==> config.mk <==
export PLATFORM = sky130hd
export DESIGN_NAME = scpa_system_control_a
export DESIGN_NICKNAME = d
export VERILOG_FILES = /design/src/shared/scpa_pkg.sv /design/src/rtl/scpa_system_control_a.sv
export VERILOG_INCLUDE_DIRS = /design/src /design/src/shared
export SDC_FILE = /design/constraint.sdc
export NUM_CORES = 1
export LEC_CHECK = 0
export BUFFER_PORTS_ARGS = -buffer_cell sky130_fd_sc_hd__clkbuf_2
export CAP_MARGIN = 20
export CORE_AREA = 2 2 39 41
export DETAILED_ROUTE_END_ITERATION = 7
export DIE_AREA = 0 0 41 43
export PLACE_DENSITY_LB_ADDON = 0.3
export SLEW_MARGIN = 20
export SYNTH_ARGS = -nofsm -noshare
export SYNTH_HDL_FRONTEND = slang
export SYNTH_SLANG_ARGS = --single-unit
==> constraint.sdc <==
create_clock -name ref_clk_i -period 0.8 [get_ports ref_clk_i]
set_input_delay 0.12 -clock ref_clk_i [delete_from_list [all_inputs] [get_ports ref_clk_i]]
set_output_delay 0.12 -clock ref_clk_i [all_outputs]
set_load 0.05 [all_outputs]
==> src/shared/scpa_defines.svh <==
// Constants for the system control port A register block.
// Contract
// - Decode I/O address 0x0092 as the port.
// - Bit 3 set blocks secured password access.
// - Bit 3 clears only on power cycle.
// - Bit 3 reads back; firmware sets it.
// - Bit 1 high passes address line twenty.
// - Bit 1 low forces line twenty inactive; the code does so only while real_mode_i is high.
// - System reset clears bit 1.
`ifndef SCPA_DEFINES_SVH
`define SCPA_DEFINES_SVH

`define SCPA_PORT_ADDR    16'h0092
`define SCPA_LOCK_BIT     3
`define SCPA_GATE_BIT     1
`define SCPA_PWD_BASE     6'h38
`define SCPA_PWD_BYTES    6'h08
`define SCPA_LOCK_RESET   1'h0
`define SCPA_GATE_RESET   1'h0

`endif

==> src/shared/scpa_pkg.sv <==
// Types for the system control port A register block.
`default_nettype none
package scpa_pkg;
  typedef logic [15:0] scpa_addr_t;
  typedef logic [7:0]  scpa_data_t;
  typedef logic [5:0]  scpa_cmos_addr_t;
endpackage
`default_nettype wire

==> src/rtl/scpa_system_control_a.sv <==
// System control port A: password lock latch and address line twenty gate.
`include "scpa_defines.svh"
`default_nettype none
module scpa_system_control_a (
  input  wire logic                     ref_clk_i,
  input  wire logic                     nrst_i,
  input  wire logic                     por_nrst_i,
  input  wire logic                     clk_en_i,
  input  wire logic                     io_rd_i,
  input  wire logic                     io_wr_i,
  input  wire scpa_pkg::scpa_addr_t     io_addr_i,
  input  wire scpa_pkg::scpa_data_t     io_wdata_i,
  input  wire logic                     cpu_a20_i,
  input  wire logic                     real_mode_i,
  input  wire scpa_pkg::scpa_cmos_addr_t cmos_addr_i,
  output logic                          io_sel_o,
  output scpa_pkg::scpa_data_t          io_rdata_o,
  output logic                          a20_o,
  output logic                          pwd_block_o,
  output logic                          address_line_twenty_pass_o
);
  import scpa_pkg::*;

  logic       lock_q;
  logic       gate_q;
  logic       sel_q;
  scpa_data_t rdata_q;
  logic       a20_q;
  logic       block_q;

  wire        hit      = (io_addr_i == `SCPA_PORT_ADDR);
  wire        wr_hit   = clk_en_i & io_wr_i & hit;
  wire        rd_hit   = clk_en_i & io_rd_i & hit;
  // One extra bit keeps the end of the password window from wrapping to zero at the
  // top of the CMOS index space, which would otherwise switch the block off for good.
  wire [6:0]  pwd_idx  = {1'h0, cmos_addr_i};
  wire [6:0]  pwd_lo   = {1'h0, `SCPA_PWD_BASE};
  wire [6:0]  pwd_hi   = pwd_lo + {1'h0, `SCPA_PWD_BYTES};
  wire        in_pwd   = (pwd_idx >= pwd_lo) && (pwd_idx < pwd_hi);
  wire scpa_data_t port_val;

  // Reserved bits are built from zeros so they can never hold a written value.
  genvar gi;
  generate
    for (gi = 0; gi < 8; gi = gi + 1)
    begin : g_port_bit
      if (gi == `SCPA_LOCK_BIT)
      begin : g_lock
        assign port_val[gi] = lock_q;
      end
      else if (gi == `SCPA_GATE_BIT)
      begin : g_gate
        assign port_val[gi] = gate_q;
      end
      else
      begin : g_rsvd
        assign port_val[gi] = 1'h0;
      end
    end
  endgenerate
  wire        a20_d    = real_mode_i ? (cpu_a20_i & gate_q) : cpu_a20_i;

  // The lock lives only on the power-on reset so a system reset cannot unlock it.
  always_ff @(posedge ref_clk_i or negedge por_nrst_i)
  begin
    if (!por_nrst_i)
      lock_q <= `SCPA_LOCK_RESET;
    else if (wr_hit && io_wdata_i[`SCPA_LOCK_BIT])
      lock_q <= 1'h1;
  end

  always_ff @(posedge ref_clk_i or negedge nrst_i)
  begin
    if (!nrst_i)
      gate_q <= `SCPA_GATE_RESET;
    else if (wr_hit)
      gate_q <= io_wdata_i[`SCPA_GATE_BIT];
  end

  always_ff @(posedge ref_clk_i or negedge nrst_i)
  begin
    if (!nrst_i)
    begin
      sel_q   <= 1'h0;
      rdata_q <= 8'h00;
      a20_q   <= 1'h0;
      block_q <= 1'h0;
    end
    else if (clk_en_i)
    begin
      sel_q   <= rd_hit;
      rdata_q <= rd_hit ? port_val : 8'h00;
      a20_q   <= a20_d;
      block_q <= lock_q & in_pwd;
    end
  end

  // Each output is a flop, so the partner sees clean levels; the price is one cycle of
  // latency on address line twenty, which the processor timing has to absorb.
  assign io_sel_o                   = sel_q;
  assign io_rdata_o                 = rdata_q;
  assign a20_o                      = a20_q;
  assign pwd_block_o                = block_q;
  assign address_line_twenty_pass_o = gate_q;
endmodule // scpa_system_control_a
`default_nettype wire

==> results.py, run 1 <==
metrics = {
    "pwr": {
        "p_per_area_nw_per_um2": 1200,
        "report.power.total_uw": 871,
        "vdd_ir_drop_max_v": 0.000588,
        "power_leakage_uw": 0.000417,
    },
    "worst_setup_path": {
        "timing.rr.start": "address_line_twenty_pass_o$_DFFE_PN0P_",
        "path_class": "input port to flop",
        "worstSetupEndpointType": "flop",
        "critPathLaunchType": "input port",
        "regToRegSetupSlack_ns": -0.11,
        "critical_path_peak_fanout": 2,
        "setup.worst_path.start": "io_addr_i[10]",
        "worstPathRequired_ns": 0.93,
        "timing.critical_path.to": "address_line_twenty_pass_o$_DFFE_PN0P_",
        "reg2regPathDepth": 2,
        "worstPathArrival_ns": 1.40,
        "r2r-end": "address_line_twenty_pass_o$_DFFE_PN0P_",
    },
    "layout": {
        "finalNetCount": 121,
        "multi_input_comb_area_um2": 179,
        "antenna_cells": 0,
        "filler_cell_count": 149,
        "regArea_um2": 176,
        "area_growth_syn_to_layout_pct": 88.0,
        "layout_commonest_cell": "sky130_fd_sc_hd__clkbuf_2",
        "layout_common_cells": "28 x sky130_fd_sc_hd__clkbuf_2, 7 x sky130_fd_sc_hd__buf_4, 6 x sky130_fd_sc_hd__conb_1, 6 x sky130_fd_sc_hd__dfrtp_1, 6 x sky130_fd_sc_hd__buf_8",
        "post_route_cells_drive_above_1_share_pct": 61.0,
    },
    "outcome": {
        "violated_checks": "setup timing",
        "outcome": "finished with violations",
    },
    "clock_tree": {
        "tritoncts": "done",
        "clkLatencyLatePin_ns": 0.24,
        "cts_made_buffers": 3,
        "cts.sinks": 7,
        "path_clk_slew_ns": 0.05,
        "largest_buffer_count_on_any_clock_path": 2,
        "h_tree_lvls": 1,
        "cts-root-buf": "sky130_fd_sc_hd__clkbuf_4",
    },
    "job": {
        "max_cap_viol_count": 0,
    },
    "logic_synthesis": {
        "synth.avg_cell_area_um2": 11.0,
        "ys_ff_latch": 7,
        "synthesis_warning_total": 0,
        "synthDistinctLibCells": 20,
        "synth-seq-area-share_pct": 45.3,
        "ys_top_cells_by_area": "sky130_fd_sc_hd__dfrtp_1 45%, sky130_fd_sc_hd__buf_4 12%, sky130_fd_sc_hd__nor4_4 5.5%",
        "synthDominantCellAreaShare_pct": 45.3,
        "yosysTopAreaCell": "sky130_fd_sc_hd__dfrtp_1",
        "syn-cell-area_um2": 387,
        "postSynthCellCount": 35,
    },
    "floorplan": {
        "fp.dieH_um": 43,
        "core.rowCount": 14,
        "floorplan.die_area_um2": 1760,
        "floorplan.die.width_um": 41,
        "core_region_area_um2": 1380,
        "num_io_pins": 50,
        "initial_util_pct": 27.9,
    },
    "routing": {
        "route.antenna.remaining_nets": 0,
        "detailedRoute.firstPassIterationCount": 2,
        "drcViolationCount": 0,
        "route.final.wire_length_um": 857,
        "drt-vias-per-instance": 4.40,
        "via_count": 431,
        "drt_first_iter_violations": 5,
        "post_drt_wl_per_cell_um": 8.74,
    },
    "grt": {
        "antenna_violations_before_repair": 0,
        "grt.overflow.total": 0,
        "grt_start_max_net_pins": 7,
        "number_of_global_route_vias_before_repair": 390,
        "wire_length_of_the_first_global_routing_pass_um": 1320,
        "grt.total_usage_pct": 11.1,
    },
    "sta": {
        "layout_setup_ws_ns": -0.474,
        "hold_violations": 0,
        "post-route-period-util_pct": 159,
        "fin_worst_skew_ns": 0.000100,
        "final_max_slew_viol_count": 0,
        "finalSetupViolations": 12,
        "max_freq_mhz": 785,
        "finalWorstPathRequiredPeriod_ns": 1.27,
        "unrepaired_setup_endpoints_after_global_routing": "true",
    },
    "placement": {
        "weighted_congestion_at_the_end_of_routability_driven_global_placement": 0.655,
        "placement.io_buffers": 34,
        "post-place-ws_ns": -0.738,
        "hpwlAfterDp_um": 752,
    },
    "hold_path": {
        "timing.hold.worst.class": "input port to flop",
        "min-delay-start": "io_wdata_i[1]",
    },
}
[repair_timing]
action / CTS / global route
setup buffers: 4 / 1
gates resized for setup: 15 / 6
setup endpoints to repair: 12 / 12
hold endpoints to repair: 7 / 0
pin swaps: 1 / 0
hold buffers: 2 / 0
[cells in the mapped netlist, drive strengths merged]
| library cell | instances |
|---|---|
| nor4 | 1 |
| nor2 | 1 |
| nor4b | 1 |
| mux2 | 1 |
| a21o | 1 |
| a22o | 2 |
| nand3b | 1 |
| and3 | 1 |
| conb | 1 |
| buf | 6 |
| dfrtp | 7 |
| inv | 3 |
| o211ai | 1 |
| nand2 | 1 |
| o21ai | 2 |
| a41o | 1 |
| and4b | 1 |
| or4 | 1 |
| nand3 | 1 |
| nand4 | 1 |
[layer usage]
| metal | global-route usage, % | up-vias | wire (um) |
|---|---|---|---|
| li1 | - | 209 | - |
| met1 | 11.1 | 192 | 312 |
| met2 | 18.1 | 28 | 423 |
| met3 | 4.71 | 2 | 115 |
| met4 | 6.00 | 0 | 6 |
| met5 | 0 | - | 0 |
[sequential cells by signal (all words and copies together) (netlist names)]
| name | cells |
|---|---|
| a20_o | 1 |
| address_line_twenty_pass_o | 1 |
| io_rdata_o | 2 |
| io_sel_o | 1 |
| lock_q | 1 |
| pwd_block_o | 1 |
[cell families (layout without fill, tap and decap cells)]
group                  count (synthesis)  count (layout)  share of synthesized area (%)
buffers and inverters                  9              51                           14.6
muxes                                  1               1                           3.88
other                                  1               6                          0.970
and+or+nand+nor                       10              10                           21.7
AOI/OAI and AO/OA                      7               7                           13.6
DFF                                    7               7                           45.3
[final cells by class]
class                   count  area share, %
flip-flops and latches      7           24.3
inverters                   3           1.55
well taps                  16           2.75
clock buffers               4           3.61
multi-input cells          24           24.6
repair buffers             44           43.2
[worst min path at each step]
stage | to | depth (start not counted) | slack [ns]
floorplan | a20_o$_DFFE_PN0P_ | 0 | -0.18
global placement | lock_q$_DFFE_PN0P_ | 1 | -0.10
detailed placement | lock_q$_DFFE_PN0P_ | 1 | -0.10
CTS | address_line_twenty_pass_o$_DFFE_PN0P_ | 2 | 0.11
global route | address_line_twenty_pass_o$_DFFE_PN0P_ | 2 | 0.10
finish | address_line_twenty_pass_o$_DFFE_PN0P_ | 2 | 0.11
[per-stage QoR]
| step | hold slack [ns] | instances | instance area, um^2 | util (%) | setup TNS (ns) |
|---|---|---|---|---|---|
| 5_1_grt | 0.103 | 98 | 727 | 52.5 | -3.23 |
| 6_report | 0.115 | 98 | 727 | 52.5 | -2.85 |
| 2_1_floorplan | -0.176 | 40 | 407 | - | -2.56 |
| 4_1_cts | 0.105 | 97 | 712 | 51.4 | -2.95 |
| 3_5_place_dp | -0.102 | 87 | 574 | 41.5 | -3.33 |
| 3_3_place_gp | -0.102 | 87 | 574 | 41.5 | -3.22 |
[critical path, stage by stage]
cell                       delay, ns
sky130_fd_sc_hd__clkbuf_2       0.08
sky130_fd_sc_hd__or4_4          0.53
sky130_fd_sc_hd__nor4_4         0.23
sky130_fd_sc_hd__nand3_1        0.13
sky130_fd_sc_hd__mux2_4         0.31
[power breakdown]
group	internal (uW)	total (uW)	switching (uW)
clock	190	309	120
sequential	359	362	3.47
combinational	82.5	200	117
total	631	871	240
Note: power is estimated with default switching activity, not from simulation.
==> inputs of run 2 (changes only) <==
Settings changed: REMOVE_ABC_BUFFERS set to 1, SETUP_SLACK_MARGIN set to 0.1.
==> run 2 against run 1 <==
Against the previous run: the run still ends with setup timing left; fmax shrank 0.35%; die area is the same; sequential cell count is the same; critical path depth is the same; global-route usage grew 1.7 points; clock power grew 5%; clock skew grew 0.0036 ns; critical path type unchanged; largest power group unchanged; largest cell class unchanged; combinational power shrank 3%; sequential power is essentially flat.
==> results.py, run 2 (synthesis results as in run 1) <==
metrics = {
    "layout": {
        "flip_flop_count_of_the_largest_register_all_copies_and_words_added": 2,
        "post_route_cells_drive_above_1_share_pct": 59.3,
        "antenna_cells": 0,
        "post-route-util_pct": 52.2,
        "finalNetCount": 120,
        "layout_commonest_cell": "sky130_fd_sc_hd__clkbuf_2",
        "layout_common_cells": "28 x sky130_fd_sc_hd__clkbuf_2, 7 x sky130_fd_sc_hd__dfrtp_1, 6 x sky130_fd_sc_hd__conb_1, 6 x sky130_fd_sc_hd__buf_8, 5 x sky130_fd_sc_hd__buf_4",
        "area_growth_syn_to_layout_pct": 86.7,
        "number_of_cells_in_the_finished_layout_apart_from_fillers": 97,
    },
    "pwr": {
        "p_per_area_nw_per_um2": 1220,
        "report.power.total_uw": 880,
        "power_leakage_uw": 0.000414,
        "vdd_ir_drop_max_v": 0.000693,
    },
    "floorplan": {
        "core.rowCount": 14,
        "initial_util_pct": 27.9,
        "core_region_area_um2": 1380,
        "floorplan.die.width_um": 41,
        "fp.dieH_um": 43,
        "num_io_pins": 50,
        "floorplan.die_area_um2": 1760,
    },
    "worst_setup_path": {
        "critical_path_peak_fanout": 2,
        "critPathLaunchType": "input port",
        "reg2regPathDepth": 2,
        "worstPathArrival_ns": 1.41,
        "worstSetupEndpointType": "flop",
        "worstPathRequired_ns": 0.94,
        "path_class": "input port to flop",
    },
    "placement": {
        "placed_cells_incl_taps": 86,
        "placement.io_buffers": 34,
        "weighted_congestion_at_the_end_of_routability_driven_global_placement": 0.632,
        "post-place-ws_ns": -0.768,
        "hpwlAfterDp_um": 722,
    },
    "sta": {
        "hold_slack_ns": 0.0996,
        "unrepaired_setup_endpoints_after_global_routing": "true",
        "layout_setup_ws_ns": -0.478,
        "max_freq_mhz": 782,
        "finalSetupViolations": 12,
        "final_max_slew_viol_count": 0,
        "finalWorstPathRequiredPeriod_ns": 1.28,
        "post-route-period-util_pct": 160,
        "fin_worst_skew_ns": 0.00366,
        "hold_violations": 0,
    },
    "routing": {
        "detailedRoute.firstPassIterationCount": 4,
        "drt-vias-per-instance": 4.43,
        "via_count": 430,
        "drt_first_iter_violations": 4,
        "post_drt_wl_per_cell_um": 9.28,
        "route.antenna.remaining_nets": 0,
        "drcViolationCount": 0,
        "route.final.wire_length_um": 900,
    },
    "clock_tree": {
        "cts.sinks": 7,
        "path_clk_slew_ns": 0.05,
        "clkLatencyLatePin_ns": 0.25,
        "tritoncts": "done",
        "cts_made_buffers": 3,
        "cts-root-buf": "sky130_fd_sc_hd__clkbuf_4",
        "largest_buffer_count_on_any_clock_path": 2,
        "h_tree_lvls": 1,
    },
    "job": {
        "max_cap_viol_count": 0,
    },
    "grt": {
        "grt.total_usage_pct": 12.8,
        "grt_start_max_net_pins": 7,
        "grt.overflow.total": 0,
        "number_of_global_route_vias_before_repair": 399,
        "wire_length_of_the_first_global_routing_pass_um": 1460,
        "antenna_violations_before_repair": 0,
    },
    "outcome": {
        "outcome": "finished with violations",
        "violated_checks": "setup timing",
    },
    "hold_path": {
        "timing.hold.worst.class": "input port to flop",
        "timing.hold.worst_path_depth": 2,
    },
}
==> run 2: layout make-up <==
type / instances / area [um^2]
fill: 138 / 662
tap: 16 / 20.0
timing repair buffer: 43 / 310
sequential: 7 / 175
inverter: 3 / 11.3
multi-input combinational: 24 / 179
clock buffer: 4 / 26.3
==> run 2: worst paths after layout <==
check | from | endpoint | slack [ns]
max | io_addr_i[10] | address_line_twenty_pass_o$_DFFE_PN0P_ | -0.48
min | io_wdata_i[1] | address_line_twenty_pass_o$_DFFE_PN0P_ | 0.1
max reg2reg | address_line_twenty_pass_o$_DFFE_PN0P_ | address_line_twenty_pass_o$_DFFE_PN0P_ | -0.09
min reg2reg | lock_q$_DFFE_PN0P_ | lock_q$_DFFE_PN0P_ | 0.50
max in group asynchronous | nrst_i | address_line_twenty_pass_o$_DFFE_PN0P_ | 0.44
min in group asynchronous | por_nrst_i | lock_q$_DFFE_PN0P_ | 0.17
==> run 2: timing repair <==
action,CTS,global route
endpoints found under the hold margin,7,0
buffers inserted,4,1
endpoints found under the setup margin,12,13
gates resized for setup,16,7
hold buffers,2,0
pin swaps,3,0
==> run 2: through the flow <==
stage,setup TNS [ns],cell area [um^2]
finish,-2.96,722
global route,-3.49,722
CTS,-3.03,707
detailed placement,-3.26,566
global placement,-3.17,566
floorplan,-2.66,360
==> run 2: routing by layer <==
| metal | up-vias | GRT usage [%] | wire [um] | share of wire [%] |
|---|---|---|---|---|
| li1 | 208 | - | - | - |
| met1 | 197 | 12.7 | 320 | 36 |
| met2 | 21 | 20.0 | 471 | 52 |
| met3 | 4 | 7.85 | 84 | 9.3 |
| met4 | 0 | 6.00 | 23 | 2.6 |
| met5 | - | 0 | 0 | 0 |
==> run 2: critical path, cell delays in order <==
cell	delay (ns)
sky130_fd_sc_hd__clkbuf_2	0.08
sky130_fd_sc_hd__or4_4	0.53
sky130_fd_sc_hd__nor4_4	0.24
sky130_fd_sc_hd__nand3_1	0.13
sky130_fd_sc_hd__mux2_4	0.31
==> run 2: where the power goes <==
group          switching, uW  total, uW  leakage, uW  internal (uW)
Combinational            116        194     0.000302           77.9
Clock                    134        325    0.0000150            191
Sequential              3.29        362    0.0000969            359
Total                    253        880     0.000414            627
==> inputs of run 3 (changes only) <==
Settings changed: PLACE_DENSITY set to 0.74, PLACE_DENSITY_LB_ADDON 0.3 to unset.
==> run 3 against run 2 <==
Against the previous run: critical path depth unchanged; first-iteration DRC count down 75%; sequential share of layout area down 0.49 points; clock power is 4% lower; clock skew is 0.0034 ns lower; die area stayed put; sequential power barely moved; design area is 2.1% higher; global-route usage decreased by 0.59 points; core utilization grew 1.1 points; the flow still finishes with violations (setup timing).
==> results.py, run 3 (synthesis results as in run 1) <==
metrics = {
    "layout": {
        "filler_cell_count": 129,
        "antenna_cells": 0,
        "multi_input_comb_area_um2": 179,
        "area_growth_syn_to_layout_pct": 90.6,
        "layout_commonest_cell": "sky130_fd_sc_hd__clkbuf_2",
        "regArea_um2": 175,
        "finalNetCount": 122,
        "post_route_cells_drive_above_1_share_pct": 60.2,
        "layout_common_cells": "28 x sky130_fd_sc_hd__clkbuf_2, 7 x sky130_fd_sc_hd__dfrtp_1, 7 x sky130_fd_sc_hd__buf_4, 6 x sky130_fd_sc_hd__conb_1, 6 x sky130_fd_sc_hd__buf_8",
        "flip_flop_count_of_the_largest_register_all_copies_and_words_added": 2,
        "fin_area_um2": 737,
    },
    "grt": {
        "grt.overflow.total": 0,
        "wire_length_of_the_first_global_routing_pass_um": 1350,
        "grt_start_max_net_pins": 7,
        "grt.total_usage_pct": 12.2,
        "number_of_global_route_vias_before_repair": 365,
        "antenna_violations_before_repair": 0,
    },
    "floorplan": {
        "core_region_area_um2": 1380,
        "fp.dieH_um": 43,
        "core.rowCount": 14,
        "floorplan.die.width_um": 41,
        "initial_util_pct": 27.9,
        "floorplan.die_area_um2": 1760,
        "num_io_pins": 50,
    },
    "worst_setup_path": {
        "timing.rr.start": "address_line_twenty_pass_o$_DFFE_PN0P_",
        "critical_path_peak_fanout": 2,
        "critical_path.max_stage_delay_ns": 0.53,
        "path_class": "input port to flop",
        "crit_path_top_delay_cell": "sky130_fd_sc_hd__or4_4",
        "worstPathArrival_ns": 1.40,
        "r2r-end": "address_line_twenty_pass_o$_DFFE_PN0P_",
        "regToRegSetupSlack_ns": -0.10,
        "worstPathRequired_ns": 0.93,
        "reg2regPathDepth": 2,
        "worstSetupEndpointType": "flop",
        "critPathLaunchType": "input port",
        "crit_chain": "clkbuf_2 > or4_4 > nor4_4 > nand3_1 > mux2_4",
    },
    "clock_tree": {
        "clkLatencyLatePin_ns": 0.25,
        "path_clk_slew_ns": 0.05,
        "largest_buffer_count_on_any_clock_path": 2,
        "cts-root-buf": "sky130_fd_sc_hd__clkbuf_4",
        "h_tree_lvls": 1,
        "cts.sinks": 7,
        "cts_made_buffers": 3,
        "tritoncts": "done",
    },
    "pwr": {
        "p_per_area_nw_per_um2": 1190,
        "vdd_ir_drop_max_v": 0.000738,
        "power_leakage_uw": 0.000425,
        "report.power.total_uw": 873,
    },
    "placement": {
        "weighted_congestion_at_the_end_of_routability_driven_global_placement": 0.674,
        "placement.io_buffers": 34,
        "post-place-ws_ns": -0.731,
        "hpwlAfterDp_um": 721,
        "detailed_place.area_um2": 573,
    },
    "sta": {
        "unrepaired_setup_endpoints_after_global_routing": "true",
        "hold_violations": 0,
        "finalSetupViolations": 12,
        "final_max_slew_viol_count": 0,
        "finalWorstPathRequiredPeriod_ns": 1.26,
        "layout_setup_ws_ns": -0.464,
        "max_freq_mhz": 791,
        "fin_worst_skew_ns": 0.000220,
        "post-route-period-util_pct": 158,
        "fin_tns_setup_ns": -2.89,
    },
    "job": {
        "max_cap_viol_count": 0,
    },
    "routing": {
        "post_drt_wl_per_cell_um": 8.68,
        "drt_first_iter_violations": 1,
        "drt-vias-per-instance": 4.26,
        "via_count": 422,
        "detailedRoute.firstPassIterationCount": 2,
        "route.antenna.remaining_nets": 0,
        "drcViolationCount": 0,
        "route.final.wire_length_um": 859,
    },
    "hold_path": {
        "holdPathEnd": "address_line_twenty_pass_o$_DFFE_PN0P_",
        "timing.hold.worst.class": "input port to flop",
        "timing.hold.worst_path_depth": 2,
        "min-delay-start": "io_wdata_i[1]",
    },
    "outcome": {
        "outcome": "finished with violations",
        "violated_checks": "setup timing",
    },
}
run 3: worst max path at each step:
stage | from | to | depth (start not counted)
after floorplan | io_addr_i[10] | address_line_twenty_pass_o$_DFFE_PN0P_ | 4
after global placement | io_addr_i[10] | address_line_twenty_pass_o$_DFFE_PN0P_ | 5
after detailed placement | io_addr_i[10] | io_rdata_o[1]$_DFFE_PN0P_ | 6
after CTS | io_addr_i[10] | address_line_twenty_pass_o$_DFFE_PN0P_ | 5
after global routing | io_addr_i[10] | address_line_twenty_pass_o$_DFFE_PN0P_ | 5
final | io_addr_i[10] | address_line_twenty_pass_o$_DFFE_PN0P_ | 5
run 3: report_power, final:
part           internal (uW)  switching (uW)  total [uW]
Sequential               359            3.30         362
Clock                    190             122         312
Combinational           82.6             117         199
Total                    631             242         873
run 3: metrics by stage:
stage	hold WS [ns]	std cells	util [%]
2_1_floorplan	-0.176	34	-
3_3_place_gp	-0.104	87	41.4
3_5_place_dp	-0.104	87	41.4
4_1_cts	0.0941	98	52.2
5_1_grt	0.0942	99	53.3
6_report	0.108	99	53.3
run 3: cell type report:
cell class	count	area share (%)
clock buffer	4	3.57
inverter	3	1.53
multi-input combinational	24	24.3
sequential	7	23.8
tap	16	2.72
timing repair buffer	45	44.1
run 3: repair_timing:
item | CTS | global route
gates resized for setup | 17 | 6
buffers inserted | 5 | 1
hold buffers | 2 | 0
pin swaps | 4 | 0
endpoints found under the setup margin | 13 | 13
endpoints found under the hold margin | 7 | 0
run 3: routing by layer:
metal	up-vias	share of wire (%)	track usage, %
li1	212	-	-
met4	0	0	8.00
met5	-	0	0
met2	27	52	18.8
met1	183	36	11.1
met3	0	12	7.85
run 3: worst max-delay path: cells and delay by family:
kind,cells,cell delay (ns)
AND/OR/NAND/NOR,3,0.89
multiplexers,1,0.31
buffers and inverters,1,0.08
